===== src/ddr3_init_defs.svh =====
// Constants for the memory reset and initialization controller
// How it works
// - Activate carries bank on bank lines and row on address bus.
// - A row must be opened before reading or writing its bank. The controller still issues such a command and only sets OPEN_ERR.
// - Read/write address gives column, A10 auto precharge, A12 burst chop.
// - Power-up reset held 200 us; clock enable low 10 ns before release.
// - Wait 500 us after reset release before raising clock enable.
// - Clock runs max(10 ns, 5 clocks) with no-op shown before clock enable.
// - Clock enable stays high until initialization ends.
// - Termination control pin held static low during initialization.
// - Wait reset exit time, max(self-refresh exit, 5 clocks), before first mode write.
// - Mode registers written in order 2, 3, 1, 0 with full settings.
// - Bank lines select mode register: 2 is 010, 3 is 011.
// - Register 1 write enables the DLL: A0 low, bank 001.
// - Register 0 write resets the DLL: A8 high, bank 000.
// - Long calibration after register 0, then wait lock and calibration times.
// - Only no-op between mode writes and long calibration.
// - Warm reset held 100 ns, clock enable low before, then repeat steps.
// - Mode write cycle time separates consecutive mode writes.
// - Mode write drives select, row, column and write strobes low.
`ifndef DDR3_INIT_DEFS_SVH
`define DDR3_INIT_DEFS_SVH
`define CLK_PERIOD_PS 10000
`define T_RESET_COLD_NS 200000
`define T_RESET_WARM_NS 100
`define T_CKE_SETUP_NS 10
`define T_RESET_EXIT_NS 500000
`define T_CLK_STABLE_NS 10
`define T_CLK_STABLE_TCK 5
`define T_XS_NS 270
`define T_XPR_TCK 5
`define T_MRD_TCK 4
`define T_ZQINIT_TCK 512
`define T_DLLK_TCK 512
`define CK_DIV_HALF 8
`define BANK_MR0 3'h0
`define BANK_MR1 3'h1
`define BANK_MR2 3'h2
`define BANK_MR3 3'h3
`define ADDR_DLL_RESET_BIT 8
`define ADDR_DLL_DIS_BIT 0
`define ADDR_ZQ_LONG_BIT 10
`endif


===== src/ddr3_init_pkg.sv =====
// Types for the memory reset and initialization controller
package ddr3_init_pkg;
  typedef enum logic [3:0] {
    CMD_NOP, CMD_MRS, CMD_ZQCL, CMD_ACT, CMD_RD, CMD_WR, CMD_PRE, CMD_REF
  } cmd_e;
  typedef enum logic [3:0] {
    ST_RESET, ST_CKE_LOW, ST_EXIT_WAIT, ST_CKE_UP, ST_XPR, ST_MR2, ST_MR3,
    ST_MR1, ST_MR0, ST_ZQCL, ST_LOCK, ST_READY
  } state_e;
  function automatic logic [3:0] cmd_pins(input cmd_e c);
    // Returns {cs_n, ras_n, cas_n, we_n}
    unique case (c)
      CMD_MRS: return 4'h0;
      CMD_ZQCL: return 4'h6;
      CMD_ACT: return 4'h3;
      CMD_RD: return 4'h5;
      CMD_WR: return 4'h4;
      CMD_PRE: return 4'h2;
      CMD_REF: return 4'h1;
      default: return 4'h7;
    endcase
  endfunction
endpackage


===== src/ddr3_ck_div.sv =====
// Divider that makes the memory command clock
`timescale 1ns/1ps
module ddr3_ck_div
  import ddr3_init_pkg::*;
(
  input wire logic CLK,
  input wire logic RST_N,
  input wire logic run,
  output logic ck,
  output logic rise
);
`include "ddr3_init_defs.svh"
  logic [3:0] cnt_q;
  logic ck_q;
  always_ff @(posedge CLK or negedge RST_N) begin
    if (!RST_N) begin
      cnt_q <= 4'h0;
      ck_q <= 1'b0;
    end else if (!run) begin
      cnt_q <= 4'h0;
      ck_q <= 1'b0;
    end else if (cnt_q == 4'(`CK_DIV_HALF - 1)) begin
      cnt_q <= 4'h0;
      ck_q <= ~ck_q;
    end else begin
      cnt_q <= cnt_q + 4'h1;
    end
  end
  assign ck = ck_q;
  // Commands change just after a falling edge so they are stable at the next rise
  assign rise = run && ck_q && (cnt_q == 4'(`CK_DIV_HALF - 1));
endmodule


===== src/ddr3_wait_timer.sv =====
// Down counter for sequencer waits
`timescale 1ns/1ps
module ddr3_wait_timer (
  input wire logic CLK,
  input wire logic RST_N,
  input wire logic load,
  input wire logic [31:0] count,
  input wire logic tick,
  output logic done
);
  logic [31:0] rem_q;
  always_ff @(posedge CLK or negedge RST_N) begin
    if (!RST_N) begin
      rem_q <= 32'h0000_0000;
    end else if (load) begin
      rem_q <= count;
    end else if (tick && rem_q != 32'h0000_0000) begin
      rem_q <= rem_q - 32'h0000_0001;
    end
  end
  // Done ignores load so a reload in the same cycle forms no combinational loop
  assign done = (rem_q == 32'h0000_0000);
endmodule


===== src/ddr3_init_ctrl.sv =====
// Controller that resets and initializes the memory and then passes user commands
`timescale 1ns/1ps
`include "ddr3_init_defs.svh"
module ddr3_init_ctrl
  import ddr3_init_pkg::*;
#(
  parameter int RESET_COLD_CYC = (`T_RESET_COLD_NS * 1000 + `CLK_PERIOD_PS - 1) / `CLK_PERIOD_PS,
  parameter int RESET_EXIT_CYC = (`T_RESET_EXIT_NS * 1000 + `CLK_PERIOD_PS - 1) / `CLK_PERIOD_PS
)(
  input wire logic CLK,
  input wire logic RST_N,
  input wire logic WARM_RESET,
  input wire logic [15:0] MR0_VAL,
  input wire logic [15:0] MR1_VAL,
  input wire logic [15:0] MR2_VAL,
  input wire logic [15:0] MR3_VAL,
  input wire logic REQ_VALID,
  output logic REQ_READY,
  input wire logic [2:0] REQ_CMD,
  input wire logic [2:0] REQ_BANK,
  input wire logic [15:0] REQ_ADDR,
  output logic INIT_DONE,
  output logic OPEN_ERR,
  output logic MEM_RESET_N,
  output logic MEM_CK,
  output logic MEM_CKE,
  output logic MEM_CS_N,
  output logic MEM_RAS_N,
  output logic MEM_CAS_N,
  output logic MEM_WE_N,
  output logic [2:0] MEM_BA,
  output logic [15:0] MEM_A,
  output logic MEM_ODT
);
  // ==========================================================
  // Wait counts in controller clocks and memory command clocks
  // ==========================================================
  function automatic int ns_cyc(input int ns);
    return (ns * 1000 + `CLK_PERIOD_PS - 1) / `CLK_PERIOD_PS;
  endfunction
  function automatic int max2(input int a, input int b);
    return (a > b) ? a : b;
  endfunction
  localparam int WARM_CYC = ns_cyc(`T_RESET_WARM_NS);
  localparam int SETUP_CYC = ns_cyc(`T_CKE_SETUP_NS);
  localparam int TCK_CYC = 2 * `CK_DIV_HALF;
  localparam int STABLE_CK = max2((ns_cyc(`T_CLK_STABLE_NS) + TCK_CYC - 1) / TCK_CYC, `T_CLK_STABLE_TCK);
  localparam int XS_CK = (ns_cyc(`T_XS_NS) + TCK_CYC - 1) / TCK_CYC;
  localparam int XPR_CK = max2(XS_CK, `T_XPR_TCK);
  localparam int LOCK_CK = max2(`T_DLLK_TCK, `T_ZQINIT_TCK);

  // ==========================================================
  // Command clock and timers
  // ==========================================================
  state_e state_q;
  logic ck_run;
  logic ck_rise;
  logic sys_load;
  logic [31:0] sys_count;
  logic sys_done;
  logic ck_load;
  logic [31:0] ck_count;
  logic ck_done;
  logic [31:0] hold_q;
  logic [7:0] open_q;

  assign ck_run = (state_q != ST_RESET) && (state_q != ST_CKE_LOW);

  ddr3_ck_div u_div (
    .CLK(CLK),
    .RST_N(RST_N),
    .run(ck_run),
    .ck(MEM_CK),
    .rise(ck_rise)
  );

  ddr3_wait_timer u_sys_timer (
    .CLK(CLK),
    .RST_N(RST_N),
    .load(sys_load),
    .count(sys_count),
    .tick(1'b1),
    .done(sys_done)
  );

  ddr3_wait_timer u_ck_timer (
    .CLK(CLK),
    .RST_N(RST_N),
    .load(ck_load),
    .count(ck_count),
    .tick(ck_rise),
    .done(ck_done)
  );

  // ==========================================================
  // Sequencer
  // ==========================================================
  state_e state_d;
  logic issue;
  always_comb begin
    state_d = state_q;
    sys_load = 1'b0;
    sys_count = 32'h0000_0000;
    ck_load = 1'b0;
    ck_count = 32'h0000_0000;
    issue = 1'b0;
    unique case (state_q)
      ST_RESET: begin
        if (hold_q == 32'h0000_0000) begin
          state_d = ST_CKE_LOW;
          sys_load = 1'b1;
          sys_count = 32'(SETUP_CYC);
        end
      end
      ST_CKE_LOW: begin
        if (sys_done) begin
          state_d = ST_EXIT_WAIT;
          sys_load = 1'b1;
          sys_count = 32'(RESET_EXIT_CYC);
          ck_load = 1'b1;
          ck_count = 32'(STABLE_CK);
        end
      end
      ST_EXIT_WAIT: begin
        if (sys_done && ck_done && ck_rise) begin
          state_d = ST_CKE_UP;
        end
      end
      ST_CKE_UP: begin
        if (ck_rise) begin
          state_d = ST_XPR;
          ck_load = 1'b1;
          ck_count = 32'(XPR_CK);
        end
      end
      ST_XPR, ST_MR2, ST_MR3, ST_MR1, ST_MR0: begin
        if (ck_done && ck_rise) begin
          issue = 1'b1;
          ck_load = 1'b1;
          ck_count = 32'(`T_MRD_TCK);
          unique case (state_q)
            ST_XPR: state_d = ST_MR2;
            ST_MR2: state_d = ST_MR3;
            ST_MR3: state_d = ST_MR1;
            ST_MR1: state_d = ST_MR0;
            default: state_d = ST_ZQCL;
          endcase
        end
      end
      ST_ZQCL: begin
        if (ck_rise) begin
          state_d = ST_LOCK;
          ck_load = 1'b1;
          ck_count = 32'(LOCK_CK);
        end
      end
      ST_LOCK: begin
        if (ck_done && ck_rise) begin
          state_d = ST_READY;
        end
      end
      default: begin
      end
    endcase
  end

  always_ff @(posedge CLK or negedge RST_N) begin
    if (!RST_N) begin
      state_q <= ST_RESET;
    end else if (WARM_RESET && state_q != ST_RESET) begin
      state_q <= ST_RESET;
    end else begin
      state_q <= state_d;
    end
  end

  // Reset hold length is loaded on entry; a warm request while already in ST_RESET does not reload the timer
  logic reset_load;
  assign reset_load = WARM_RESET && state_q != ST_RESET;
  always_ff @(posedge CLK or negedge RST_N) begin
    if (!RST_N) begin
      hold_q <= 32'(RESET_COLD_CYC);
    end else if (reset_load) begin
      hold_q <= 32'(WARM_CYC);
    end else if (state_q == ST_RESET && hold_q != 32'h0000_0000) begin
      hold_q <= hold_q - 32'h0000_0001;
    end
  end

  // ==========================================================
  // Pin drive
  // ==========================================================
  logic reset_n_q;
  logic cke_q;
  logic [3:0] pins_q;
  logic [2:0] ba_q;
  logic [15:0] a_q;
  logic user_go;
  assign REQ_READY = (state_q == ST_READY) && ck_rise && !WARM_RESET;
  assign user_go = REQ_READY && REQ_VALID;
  logic open_err_q;
  assign OPEN_ERR = open_err_q;

  always_ff @(posedge CLK or negedge RST_N) begin
    if (!RST_N) begin
      reset_n_q <= 1'b0;
      cke_q <= 1'b0;
    end else begin
      reset_n_q <= (state_q != ST_RESET) || (hold_q == 32'h0000_0000 && !reset_load);
      cke_q <= (state_q == ST_CKE_UP) || (state_q >= ST_XPR && state_q <= ST_READY);
    end
  end

  always_ff @(posedge CLK or negedge RST_N) begin
    if (!RST_N) begin
      pins_q <= cmd_pins(CMD_NOP);
      ba_q <= 3'h0;
      a_q <= 16'h0000;
    end else if (state_q != ST_READY && state_q != ST_ZQCL && !(issue && state_q inside {ST_MR2, ST_MR3, ST_MR1})) begin
      if (ck_rise || state_q == ST_RESET) begin
        pins_q <= cmd_pins(CMD_NOP);
      end
    end else if (state_q == ST_ZQCL && ck_rise) begin
      pins_q <= cmd_pins(CMD_ZQCL);
      ba_q <= 3'h0;
      a_q <= 16'h0000 | (16'h0001 << `ADDR_ZQ_LONG_BIT);
    end else if (issue) begin
      pins_q <= cmd_pins(CMD_MRS);
      unique case (state_q)
        ST_MR2: begin
          ba_q <= `BANK_MR3;
          a_q <= MR3_VAL;
        end
        ST_MR3: begin
          ba_q <= `BANK_MR1;
          a_q <= MR1_VAL & ~(16'h0001 << `ADDR_DLL_DIS_BIT);
        end
        default: begin
          ba_q <= `BANK_MR0;
          a_q <= MR0_VAL | (16'h0001 << `ADDR_DLL_RESET_BIT);
        end
      endcase
    end else if (ck_rise) begin
      pins_q <= user_go ? cmd_pins(cmd_e'({1'b0, REQ_CMD})) : cmd_pins(CMD_NOP);
      ba_q <= REQ_BANK;
      a_q <= REQ_ADDR;
    end
  end

  // First mode write is issued from ST_XPR and targets register 2
  logic mr2_now;
  assign mr2_now = issue && state_q == ST_XPR;
  logic [2:0] ba_out;
  logic [15:0] a_out;
  logic [3:0] pins_out;
  logic mr2_q;
  always_ff @(posedge CLK or negedge RST_N) begin
    if (!RST_N) begin
      mr2_q <= 1'b0;
    end else if (mr2_now) begin
      mr2_q <= 1'b1;
    end else if (ck_rise) begin
      mr2_q <= 1'b0;
    end
  end
  logic [15:0] mr2_a_q;
  always_ff @(posedge CLK or negedge RST_N) begin
    if (!RST_N) begin
      mr2_a_q <= 16'h0000;
    end else if (mr2_now) begin
      mr2_a_q <= MR2_VAL;
    end
  end
  assign pins_out = mr2_q ? cmd_pins(CMD_MRS) : pins_q;
  assign ba_out = mr2_q ? `BANK_MR2 : ba_q;
  assign a_out = mr2_q ? mr2_a_q : a_q;

  // Rows opened per bank; reads or writes to a closed bank raise a sticky flag
  always_ff @(posedge CLK or negedge RST_N) begin
    if (!RST_N) begin
      open_q <= 8'h00;
      open_err_q <= 1'b0;
    end else if (state_q != ST_READY) begin
      open_q <= 8'h00;
    end else if (user_go) begin
      unique case (cmd_e'({1'b0, REQ_CMD}))
        CMD_ACT: open_q[REQ_BANK] <= 1'b1;
        CMD_PRE: open_q <= REQ_ADDR[10] ? 8'h00 : (open_q & ~(8'h01 << REQ_BANK));
        CMD_RD, CMD_WR: begin
          if (!open_q[REQ_BANK]) begin
            open_err_q <= 1'b1;
          end else if (REQ_ADDR[10]) begin
            open_q[REQ_BANK] <= 1'b0;
          end
        end
        default: begin
        end
      endcase
    end
  end

  assign MEM_RESET_N = reset_n_q;
  assign MEM_CKE = cke_q;
  assign MEM_ODT = 1'b0;
  assign {MEM_CS_N, MEM_RAS_N, MEM_CAS_N, MEM_WE_N} = pins_out;
  assign MEM_BA = ba_out;
  assign MEM_A = a_out;
  assign INIT_DONE = (state_q == ST_READY);

  // ==========================================================
  // Checks
  // ==========================================================
  property p_cke_low_at_release;
    @(posedge CLK) disable iff (!RST_N)
      $rose(MEM_RESET_N) |-> !MEM_CKE;
  endproperty
  a_cke_low_at_release: assert property (p_cke_low_at_release) else $error("cke high at reset release");

  property p_cke_stays;
    @(posedge CLK) disable iff (!RST_N || WARM_RESET)
      $fell(MEM_CKE) |-> !MEM_RESET_N || $past(state_q) == ST_RESET;
  endproperty
  a_cke_stays: assert property (p_cke_stays) else $error("cke dropped during init");

  property p_odt_low;
    @(posedge CLK) disable iff (!RST_N)
      !INIT_DONE |-> !MEM_ODT;
  endproperty
  a_odt_low: assert property (p_odt_low) else $error("odt not low");

  property p_mr1_dll;
    @(posedge CLK) disable iff (!RST_N)
      (pins_out == 4'h0 && MEM_BA == `BANK_MR1) |-> !MEM_A[`ADDR_DLL_DIS_BIT];
  endproperty
  a_mr1_dll: assert property (p_mr1_dll) else $error("dll not enabled");

  property p_mr0_reset;
    @(posedge CLK) disable iff (!RST_N)
      (pins_out == 4'h0 && MEM_BA == `BANK_MR0 && !INIT_DONE) |-> MEM_A[`ADDR_DLL_RESET_BIT];
  endproperty
  a_mr0_reset: assert property (p_mr0_reset) else $error("dll reset missing");

  property p_no_cmd_before_cke;
    @(posedge CLK) disable iff (!RST_N)
      !MEM_CKE |-> pins_out == 4'h7;
  endproperty
  a_no_cmd_before_cke: assert property (p_no_cmd_before_cke) else $error("command before cke");

  property p_order;
    @(posedge CLK) disable iff (!RST_N || WARM_RESET)
      (state_q == ST_MR3 && $past(state_q) != ST_MR3) |-> $past(state_q) == ST_MR2;
  endproperty
  a_order: assert property (p_order) else $error("mode order wrong");

  property p_zq_after_mr0;
    @(posedge CLK) disable iff (!RST_N || WARM_RESET)
      (state_q == ST_ZQCL && $past(state_q) != ST_ZQCL) |-> $past(state_q) == ST_MR0;
  endproperty
  a_zq_after_mr0: assert property (p_zq_after_mr0) else $error("calibration out of order");
endmodule


===== config.mk =====
export PLATFORM = sky130hd
export DESIGN_NAME = ddr3_init_ctrl
export DESIGN_NICKNAME = d
export VERILOG_FILES = /design/src/ddr3_init_pkg.sv /design/src/ddr3_ck_div.sv /design/src/ddr3_wait_timer.sv /design/src/ddr3_init_ctrl.sv
export VERILOG_INCLUDE_DIRS = /design/src
export SDC_FILE = /design/constraint.sdc
export NUM_CORES = 1
export LEC_CHECK = 0
export BUFFER_PORTS_ARGS = -buffer_cell sky130_fd_sc_hd__buf_2
export CAP_MARGIN = 20
export CORE_ASPECT_RATIO = 1.75
export CORE_MARGIN = 8
export CORE_UTILIZATION = 45
export DETAILED_ROUTE_END_ITERATION = 12
export SLEW_MARGIN = 40
export SYNTH_ARGS = -nofsm -noshare
export SYNTH_HDL_FRONTEND = slang
export SYNTH_HIERARCHICAL = 1
export SYNTH_SLANG_ARGS = --single-unit

===== constraint.sdc =====
create_clock -name CLK -period 10.5 [get_ports CLK]
set_input_delay 2.625 -clock CLK [delete_from_list [all_inputs] [get_ports CLK]]
set_output_delay 2.625 -clock CLK [all_outputs]
set_load 0.02 [all_outputs]

# After elaboration in Yosys (flattened, before gate mapping)

Index checks and enable logic that the tools add are counted.

Register bits: 156
Word-level logic and storage cells: 183

Eq/ne operators: 33
Bitwise operators: 9
Mux-type cells: 65
$lt $le $gt $ge: 4
Shift operators: 1
Add/sub/neg operators: 4
Reductions and logical operators: 52

Operators with widths:

| kind                    | count |
|---|---|
| $mux W32                | 6 |
| $logic_not A32 Y1       | 3 |
| $reduce_bool A32 Y1     | 3 |
| $sub A32 B1 Y32 const B | 3 |
| $mux W16                | 5 |
| $mux W4                 | 17 |
| $pmux W32 S2            | 1 |
| $mux W8                 | 5 |
| $pmux W10 S4            | 1 |
| $pmux W16 S2            | 1 |
| $pmux W4 S7             | 1 |
| $ne A3 B3 Y1 const B    | 9 |
| $pmux W8 S3             | 1 |
| $mux W3                 | 7 |
| $pmux W3 S7             | 1 |
| $eq A4 B3 Y1 const B    | 5 |
| $logic_and A1 B1 Y1     | 20 |
| $and A8 B8 Y8           | 2 |
| $eq A4 B4 Y1 const B    | 4 |
| $not A8 Y8              | 2 |
| $pmux W4 S4             | 1 |
| $eq A3 B3 Y1 const B    | 4 |
| $mux W1                 | 12 |
| $reduce_bool A4 Y1      | 3 |
| 33 further kinds        | 51 |

# Longest topological paths before layout

Gate-level depths: netlist of run 1.

Depth in word-level cells: 12
Mapped depth: 14
Depth with buffers taken out: 11

# Hierarchy

Netlist of run 1, hierarchy kept.

Modules (own cells, without submodules):

| module                         | instances | sequential area each (um^2) | cells an instance | area an instance (um^2) |
|---|---|---|---|---|
| ddr3_init_ctrl                 | 1         | 2162.1                      | 567               | 5280.1 |
| ddr3_wait_timer at u_sys_timer | 1         | 800.8                       | 224               | 2067.0 |
| ddr3_wait_timer at u_ck_timer  | 1         | 800.8                       | 243               | 2058.2 |
| ddr3_ck_div                    | 1         | 125.1                       | 19                | 234.0 |

# Worst setup path before layout of run 1

No wires, ideal clock.

Path type: input port to output port
Start: in WARM_RESET
End: out REQ_READY
Data arrival time: 3280 ps
Cell stages on the path: 2
Path slack: 4595 ps
Data required time: 7875 ps
Path through: clkbuf_1 -> nor3_1

Cells in the longest elaborated chain, start to end: 2

RTL lines:

| item                | line                  | RTL |
|---|---|---|
| from (decl)         | ddr3_init_ctrl.sv:12  | `input wire logic WARM_RESET,` |
| $logic_not A1 Y1    | ddr3_init_ctrl.sv:199 | `assign REQ_READY = (state_q == ST_READY) && ck_rise && !WARM_RESET;` |
| $logic_and A1 B1 Y1 | ddr3_init_ctrl.sv:199 |  |
| to (decl)           | ddr3_init_ctrl.sv:18  | `output logic REQ_READY,` |

No other way between the ends.

# Worst setup path after layout of run 1

Same ends and word-level chain as after synthesis.

==> run metrics, run 1 <==
hold crit path type reg -> reg; clock buffer count from CTS 17; Worst Hold End OPEN_ERR$_DFFE_PN0P_; worst-path fanout max 9; Detailed Route Iter0 Violations 424; pin count of the biggest net entering global routing 89; core area roughly 21000 sq um; DR pass1 iterations 5; Leakage 4.65 nW; CTS tree done; Post-synth EDFFs 0; RR Endpoint u_sys_timer/rem_q[10]$_DFFE_PN0P_; ratio of cells with drive above 1 in the final layout 21.4%; Resized cells post-CTS 0; Hold Path Cell Cnt 1; Mapped Area slightly below 10000 sq um; Most used DFF post-synth dfrtp_1; initial antenna violation count 1; GR Overflow Total 0; dpl cell area 10500 sq um; CP endpoint kind output port; number of top-level pins 120; Final setup viols 0; outcome completed; Routed Antenna Nets 0; ys async rst share 100%; Root Driver clkbuf_16; final instance area 11100 sq um; Die Width 127 um; Fmax achieved roughly 170 MHz; die area 26500 sq um; Seq cells post-synth 155; sw frac 34.1%; Cells after Synth 1053; worst-path cell chain buf_2 > nor3_1 > buf_2; Reg2Reg Depth 9; CP Data Arrival Time 3.15 ns; most frequent cells in the layout dfrtp_1, buf_2, nand2_1, nor2_1, o21ai_0; commonest non-fill, non-tap cell in the layout dfrtp_1; final hold violations 0; vias 8300; vias in the first global route 8447; WP data required 7.88 ns; Die Y ~210 um; Max Cap Viol 0; nets roughly 1.3k; Clk pwr share 32.1%; crit path max-delay cell type buf_2; CTS HTree Levels 4; Residual DRC 0; combinational share of power 27.4%; peak supply drop 131 uV; Int Power 1.34 mW; sequential share of the synthesized area 40.3%; CP startpoint kind primary input; Total Routing Usage GR between 10% and 20%; clk slew on worst S/H paths 0.06 ns; Tmin final 5.78 ns; power density over the cells 182 nW/um^2; Worst Tran Pin Value approximately 0.75 ns; RSZ-0062 raised after global routing no; clock latency at the later pin of the worst-skew pair 0.43 ns; Layout fillers 2050; DR WL/cell 17.2 um; Yosys cell types 92; clock skew slightly above 0.006 ns; Reg2Reg Setup Slack 6.01 ns; Via density 5.72; Final Cycle Share 55.0%; final wirelength between 20 and 30 mm; worst reg2reg path startpoint u_sys_timer/rem_q[16]$_DFFE_PN0P_; CP dominant cell by count buf_2; CP max stage delay 0.20 ns; Post-DP HPWL 17.8 mm; worst setup path class in -> out; Avg Cell Area, Syn just over 9 sq um; first-pass GRT wire length 42.2 mm; sw power 692 uW; clock sinks 155; Worst slew margin between 40 and 50%; port buffer count 115; CTS max path bufs 2; Slew Limit Fails 0; # Post-CTS Setup Buffers 0; Total Neg Setup Slack 0 ns; hold_buf cts 0; initial core utilization 45.4%; Reg power frac 40.5%; Core Rows 71; gpl congestion around 0.8; Ys Warns 6; Layout area overhead 15.4%; hold path startpoint OPEN_ERR$_DFFE_PN0P_
[flip-flops by register name, indices dropped and copies added (netlist names)]
name and cells:
MEM_CKE 1, MEM_RESET_N 1, OPEN_ERR 1, a_q 16, ba_q 3, hold_q 32, mr2_a_q 16, mr2_q 1
open_q 8, pins_q 3, state_q 4, u_ck_timer/rem_q 32, u_div/ck 1, u_div/cnt_q 4, u_sys_timer/rem_q 32
[kinds of logic (layout without fill, tap and decap cells)]
kind of cell	count (synthesis)	count (layout)	share of synthesized area [%]
compound gates	277	277	20.1
xor+xnor	24	24	2.18
fa+ha+maj	8	8	1.04
buf+inv	103	185	5.00
flops	155	155	40.3
mux	53	53	6.22
other cells	2	63	0.0779
simple gates	431	431	25.0
[power groups by stage]
| stage | registers [mW] | logic [mW] | clock network, mW |
|---|---|---|---|
| final | 0.822 | 0.555 | 0.651 |
| after global routing | 0.842 | 0.627 | 0.685 |
| after CTS | 0.821 | 0.561 | 0.666 |
| after detailed placement | 0.830 | 0.559 | 0 |
| after global placement | 0.827 | 0.547 | 0 |
| after floorplan | 0.794 | 0.461 | 0 |
[metal layers]
metal	vias up	global-route usage (%)	part of all wire (%)	routed length [um]
met1	3988	21.6	41	10300
met5	-	0	0	0
li1	4136	-	-	-
met4	0	7.88	2.3	570
met3	38	3.46	2.8	712
met2	138	35.3	54	13400
[synthesized netlist by cell type (all sizes together), types with 10 or more instances]
| library cell | instances | share of area (%) |
|---|---|---|
| dfrtp | 147 | 38 |
| nand2 | 104 | 4.0 |
| o21ai | 70 | 3.6 |
| nor2 | 68 | 2.6 |
| clkbuf | 53 | 2.3 |
| a21oi | 43 | 2.2 |
| or4 | 40 | 3.3 |
| mux2 | 35 | 4.1 |
| nand3 | 33 | 1.7 |
| inv | 30 | 1.2 |
| nor3 | 30 | 1.6 |
| or3 | 30 | 2.0 |
| a31oi | 26 | 1.7 |
| nor2b | 20 | 1.3 |
| o31ai | 19 | 1.8 |
| buf | 18 | 1.4 |
| nor4 | 18 | 1.7 |
| mux2i | 16 | 1.7 |
| nand4 | 16 | 1.1 |
| o2bb2ai | 16 | 1.5 |
| a22oi | 15 | 1.2 |
| or2 | 15 | 0.97 |
| xnor2 | 14 | 1.3 |
| nand2b | 12 | 0.78 |
| o211ai | 12 | 0.99 |
| o41ai | 12 | 1.3 |
| o311ai | 10 | 0.99 |
| xor2 | 10 | 0.91 |
[through the flow]
step                      hold WS (ns)  util [%]  power [mW]  cells  worst slack [ns]
after floorplan                  0.439         -        1.25   1113              4.59
after global placement           0.456      49.3        1.37   1417              4.72
after detailed placement         0.457      49.4        1.39   1417              4.72
after CTS                        0.477      52.3        2.05   1449              4.71
after global routing             0.482      52.4        2.15   1451              4.67
final                            0.470      52.4        2.03   1451              4.72
[worst max-delay path by stage]
| stage | startpoint | end | slack [ns] | depth (start not counted) |
|---|---|---|---|---|
| after detailed placement | WARM_RESET | REQ_READY | 4.72 | 3 |
| after global placement | WARM_RESET | REQ_READY | 4.72 | 3 |
| after floorplan | WARM_RESET | REQ_READY | 4.59 | 2 |
| after global routing | WARM_RESET | REQ_READY | 4.67 | 3 |
| final | WARM_RESET | REQ_READY | 4.72 | 3 |
| after CTS | WARM_RESET | REQ_READY | 4.71 | 3 |
[final cells by class]
class	instances	area, sq um	area share [%]
Multi-Input combinational cell	855	5530	49.7
Sequential cell	155	3890	35.0
Timing Repair Buffer	122	642	5.77
Clock buffer	28	547	4.92
Tap cell	255	319	2.87
Inverter	31	118	1.06
Clock inverter	4	75.1	0.675
Antenna cell	1	2.50	0.0225
[worst max-delay path, delay by kind of cell]
kind	cells	cell delay [ns]
buffers and inverters	2	0.37
AND/OR/NAND/NOR	1	0.17
Note: power is estimated with default switching activity, not from simulation.
==> inputs of run 2 (changes only) <==
- ABC_AREA: not set -> 1
- clock period: 10.5 -> 5.5 ns (I/O delays scaled with it)
==> run 2 against run 1 <==
Effect of this change: non-clock buffer count is the same; register-to-register slack lost 4.3 ns; hold slack lost 0.00085 ns.
==> run metrics, run 2 <==
first-pass GRT wire length 53.7 mm; DR WL/cell 15.4 um; DR pass1 iterations 5; CP endpoint kind output port; largest family of logic cells by synthesized area simple AND/OR/NAND/NOR gates; Detailed Route Iter0 Violations 560; Worst slew margin 43.6%; sequential share of the synthesized area 35.0%; Cells after Synth 1679; cell accounting for the most synthesized area dfrtp_1; area share of the largest cell type after synthesis 33.1%; Residual DRC 0; final wirelength between 30 and 40 mm; CTS tree done; Final setup viols 0; worst setup path class reg -> out; Max Cap Viol 0; RSZ-0062 raised after global routing no; Root Driver clkbuf_16; Seq cells post-synth 155; GR Overflow Total 0; Layout area overhead 13.8%; CTS HTree Levels 4; Slew Limit Fails 0; Post-synth EDFFs 0; Ys Warns 6; Yosys cell types 45; hold crit path type reg -> reg; Worst Tran Pin Value 0.845 ns; pin count of the biggest net entering global routing 83; # Post-CTS Setup Buffers 0; Compound-Gate Fraction of Synth Area approximately 8%; clock buffer count from CTS 17; number of top-level pins 120; Avg Cell Area, Syn 6.62 sq um; count leader, synth nand2_1; outcome completed; Core Rows 76; core area 24400 sq um; Die Width 135 um; Reg2Reg Depth 12; clock skew between 0.009 and 0.01 ns; XOR/XNOR share of the synthesized area around 3.5%; port buffer count 115; vias 11.0k; Placed Cells 2116; Synth area leaders dfrtp_1, nand2_1, nand3_1, nor2_1, inv_1; Power, Total 5.30 mW; CP startpoint kind flip-flop; pre-CTS setup slack approximately 1.6 ns; Mapped Area roughly 11000 sq um; combinational share of power 47.2%; CP Data Arrival Time around 2.8 ns; Regs by FF count hold_q (32), u_ck_timer/rem_q (32), u_sys_timer/rem_q (32); final hold violations 0; sw frac 47.2%; setup ws final 1.36 ns; CTS max path bufs 2; clock sinks between 150 and 200; clock latency at the later pin of the worst-skew pair 0.45 ns; Fmax achieved 242 MHz; Hold Path Cell Cnt 2; worst-path fanout max 10; Total Neg Setup Slack 0 ns; initial antenna violation count 2; WP data required 4.12 ns; post-synthesis adder-cell area fraction 0.901%; Final Cycle Share 75.3%; gpl congestion 0.909; Routed Antenna Nets 0; Int Power around 2.8 mW; Leakage between 6 and 7 nW; Die Y 224 um; ys async rst share 100%; mux cell area share after synthesis less than 1%; sw power 2.50 mW; top cells by count, synth nand2_1, nor2_1, nand3_1; Tmin final between 4 and 5 ns; Most used DFF post-synth dfrtp_1; Synth Area in Simple Gates 44.5%; Reg2Reg Setup Slack approximately 1.7 ns; Clk pwr share 21.6%; Layout fillers between 2k and 3k; Post-DP HPWL 24.7 mm; initial core utilization between 40% and 50%; nets slightly below 2k; peak supply drop 296 uV; Resized cells post-CTS 0; Via density 5.12; Total Routing Usage GR about 22%; power density over the cells 419 nW/um^2; ratio of cells with drive above 1 in the final layout 14.6%; vias in the first global route 10.8k; commonest non-fill, non-tap cell in the layout nand2_1; most frequent cells in the layout nand2_1, nor2_1, nand3_1, dfrtp_1, inv_1; Final Non-Filler Cells 2151; clk slew on worst S/H paths ~0.070 ns; Reg power frac 31.2%; hold_buf cts 0; Finished Core Util 51.7%; die area 30200 sq um
==> run 2: cell count changes after synthesis, moves of 27 or more <==
cell / delta
nand3_1: +132
clkbuf_1: -33
inv_1: +107
nand2_1: +517
mux2_2: -35
nor2_1: +142
or4_1: -33
or3_1: -27
==> run 2: path summary, 6_finish.rpt <==
| path | from | endpoint |
|---|---|---|
| setup / recovery | state_q[2]$_DFFE_PN0P_ | REQ_READY |
| hold / removal | mr2_a_q[3]$_DFFE_PN0P_ | mr2_a_q[3]$_DFFE_PN0P_ |
| setup reg to reg | u_sys_timer/rem_q[0]$_DFFE_PN0P_ | u_sys_timer/rem_q[28]$_DFFE_PN0P_ |
| hold reg to reg | mr2_a_q[3]$_DFFE_PN0P_ | mr2_a_q[3]$_DFFE_PN0P_ |
| max in group asynchronous | RST_N | mr2_q$_DFFE_PN0P_ |
| min in group asynchronous | RST_N | u_ck_timer/rem_q[27]$_DFFE_PN0P_ |
==> run 2: cells by family after synthesis <==
kind of cell,after synthesis
multiplexers,2
XOR/XNOR,44
buffers and inverters,196
flip-flops,155
AO/OA/AOI/OAI,146
other,2
adder cells (fa/ha/maj),8
AND/OR/NAND/NOR,1126
==> run 2: cell type report <==
| type | count | area, sq um | area share (%) |
|---|---|---|---|
| antenna | 2 | 5.00 | 0.0396 |
| clock buffer | 22 | 454 | 3.59 |
| clock inverter | 10 | 93.8 | 0.742 |
| inverter | 144 | 543 | 4.30 |
| multi-input combinational | 1384 | 6600 | 52.2 |
| sequential | 155 | 3890 | 30.8 |
| tap | 312 | 390 | 3.09 |
| timing repair buffer | 122 | 667 | 5.28 |
==> run 2: per-layer routing <==
layer  GRT usage [%]  part of all wire, %  vias to the layer above
met4            12.2                  4.3                        0
met1            23.1                   38                     5105
met2            41.4                   54                      241
met3            3.97                  3.6                       74
met5               0                    0                        -
li1                -                    -                     5585
==> run 2: metrics by stage <==
step	area, sq um	hold slack, ns
final	12600	0.469
after global routing	12600	0.494
after CTS	12600	0.475
after detailed placement	12100	0.459
after global placement	12000	0.454
after floorplan	11300	0.442
==> run 2: power by group through the flow <==
stage	combinational [mW]	sequential [mW]	clock, mW
detailed placement	2.50	1.66	0
finish	2.50	1.65	1.14
global route	2.85	1.68	1.21
CTS	2.51	1.65	1.18
global placement	2.47	1.66	0
floorplan	2.00	1.58	0
==> run 2: worst max-delay path: stages, from the launching register on <==
cell	delay [ns]
dfrtp_1	0.39
inv_1	0.08
ha_1	0.28
nand3_1	0.24
nand2_1	0.12
inv_1	0.14
nand2_1	0.07
nor2_1	0.10
buf_4	0.21
inv_1	0.09
nor3_1	0.34
buf_2	0.24
==> inputs of run 3 (changes only) <==
- PLACE_DENSITY: not set -> 0.66
- clock period: 5.5 -> 3.7 ns (I/O delays scaled with it)
==> run 3 against run 2 <==
Effect of this change: register-to-register slack lost 1.3 ns; combinational power is 49% higher; final cell count up 0.42%; clock power increased by 60%; sequential cell count unchanged; first-iteration DRC count increased by 31%; wire length is essentially flat; critical path type unchanged; largest power group unchanged.
==> run metrics, run 3 (synthesized netlist as in run 2, its figures left out) <==
outcome completed; WP data required 2.77 ns; clock skew 0.0114 ns; power density over the cells 628 nW/um^2; DR pass1 iterations 5; hold_buf cts 0; GR Overflow Total 0; commonest non-fill, non-tap cell in the layout nand2_1; RSZ-0062 raised after global routing no; sw power 3.73 mW; Tmin final 3.41 ns; worst setup path class reg -> out; CP max stage delay ~0.40 ns; DR WL/cell 15.4 um; core area about 24000 sq um; CP startpoint kind flip-flop; sw frac roughly 47%; Via density 5.14; Clk pwr share 22.8%; vias in the first global route around 11k; DR WL met2 between 15 and 20 mm; Fmax achieved 294 MHz; pre-CTS setup slack 0.290 ns; Post-DP HPWL 25.2 mm; CTS max path bufs 2; clock latency at the later pin of the worst-skew pair around 0.46 ns; CP endpoint kind output port; Root Driver clkbuf_16; CTS HTree Levels 4; final wirelength 33.2 mm; final hold violations 0; Worst slew margin 49.1%; Finished Core Util between 50 and 60%; CTS tree done; port buffer count 115; Final Cycle Share between 90% and 100%; clock buffer count from CTS 17; most frequent cells in the layout nand2_1, nor2_1, nand3_1, dfrtp_1, inv_1; first-pass GRT wire length 54.4 mm; worst-path fanout max 10; Slew Limit Fails 0; Max Cap Viol 0; dpl cell area 12100 sq um; Die Width 135 um; Layout fillers 2482; initial antenna violation count 1; setup ws final 0.294 ns; Residual DRC 0; CP dominant cell by count inv_1; Detailed Route Iter0 Violations 733; combinational share of power 46.4%; hold crit path type in -> async; Routed Antenna Nets 0; Total Neg Setup Slack 0 ns; peak supply drop 329 uV; Regs by FF count hold_q (32), u_ck_timer/rem_q (32), u_sys_timer/rem_q (32); nets 1932; Die Y ~220 um; Core Rows between 70 and 80; initial core utilization 45.5%; Final Non-Filler Cells 2160; die area 30200 sq um; Reg power frac 30.8%; worst-path cell chain inv_1 > ha_1 > nand2_4 > nand2_1 > inv_1 > nand2_1 > nor2_1 > buf_4 > inv_1 > nor3_1 > buf_2; final instance area between 10000 and 15000 sq um; hold slack 0.450 ns; ratio of cells with drive above 1 in the final layout 15.1%; gpl congestion 0.920; vias 11.1k; crit path max-delay cell type dfrtp_1; clock sinks 155; Leakage 6.38 nW; clk slew on worst S/H paths approximately 0.07 ns; number of top-level pins 120; pin count of the biggest net entering global routing between 60 and 70; Layout area overhead 14.8%; metal1 wirelength approximately 12 mm; CP Data Arrival Time 2.48 ns; Final setup viols 0; Total Routing Usage GR 22.7%; Placed Cells roughly 2.1k; met3 routed WL 1.12 mm; Int Power about 4.3 mW; Power, Total 8.01 mW; Worst Tran Pin Value roughly 0.76 ns; top layer used by detailed routing met4; Reg2Reg Setup Slack 0.42 ns
[run 3: layout make-up]
cell class / instances / area, sq um / area share, %
Clock buffer: 18 / 429 / 3.37
Inverter: 144 / 543 / 4.26
Tap cell: 312 / 390 / 3.06
Multi-Input combinational cell: 1384 / 6590 / 51.7
Clock inverter: 14 / 171 / 1.34
Sequential cell: 155 / 3890 / 30.5
Antenna cell: 1 / 2.50 / 0.0196
Timing Repair Buffer: 132 / 734 / 5.76
[run 3: worst max-delay path, delay by kind of cell, from the launching register on]
family / cells / cell delay (ns)
DFF: 1 / 0.40
adders and majority gates: 1 / 0.28
buffers and inverters: 5 / 0.72
and+or+nand+nor: 5 / 0.62
[run 3: metal layers]
layer	global-route usage [%]	up-vias
li1	-	5610
met3	3.32	101
met4	14.2	0
met1	23.1	5160
met2	42.0	242
met5	0	-
[run 3: power by group through the flow]
stage | sequential (mW) | combinational, mW | clock (mW)
after floorplan | 2.35 | 2.97 | 0
after global placement | 2.47 | 3.65 | 0
after detailed placement | 2.48 | 3.70 | 0
after CTS | 2.46 | 3.73 | 1.86
after global routing | 2.51 | 4.25 | 1.94
final | 2.47 | 3.72 | 1.82
[run 3: final timing paths]
kind                                                   from                                to  depth (start not counted)
setup reg to reg           u_sys_timer/rem_q[0]$_DFFE_PN0P_  u_ck_timer/rem_q[28]$_DFFE_PN0P_                         15
max in group asynchronous                             RST_N             pins_q[0]$_DFFE_PN1P_                          2
hold / removal                                        RST_N             MEM_RESET_N$_DFF_PN0_                          1
setup / recovery                     state_q[2]$_DFFE_PN0P_                         REQ_READY                         11
hold reg to reg                     mr2_a_q[15]$_DFFE_PN0P_           mr2_a_q[15]$_DFFE_PN0P_                          2
min in group CLK                    mr2_a_q[15]$_DFFE_PN0P_           mr2_a_q[15]$_DFFE_PN0P_                          2
[run 3: timing repair]
action | in CTS | in global routing
setup buffers | 0 | 0
gates resized for setup | 0 | 1
endpoints found under the setup margin | 0 | 4
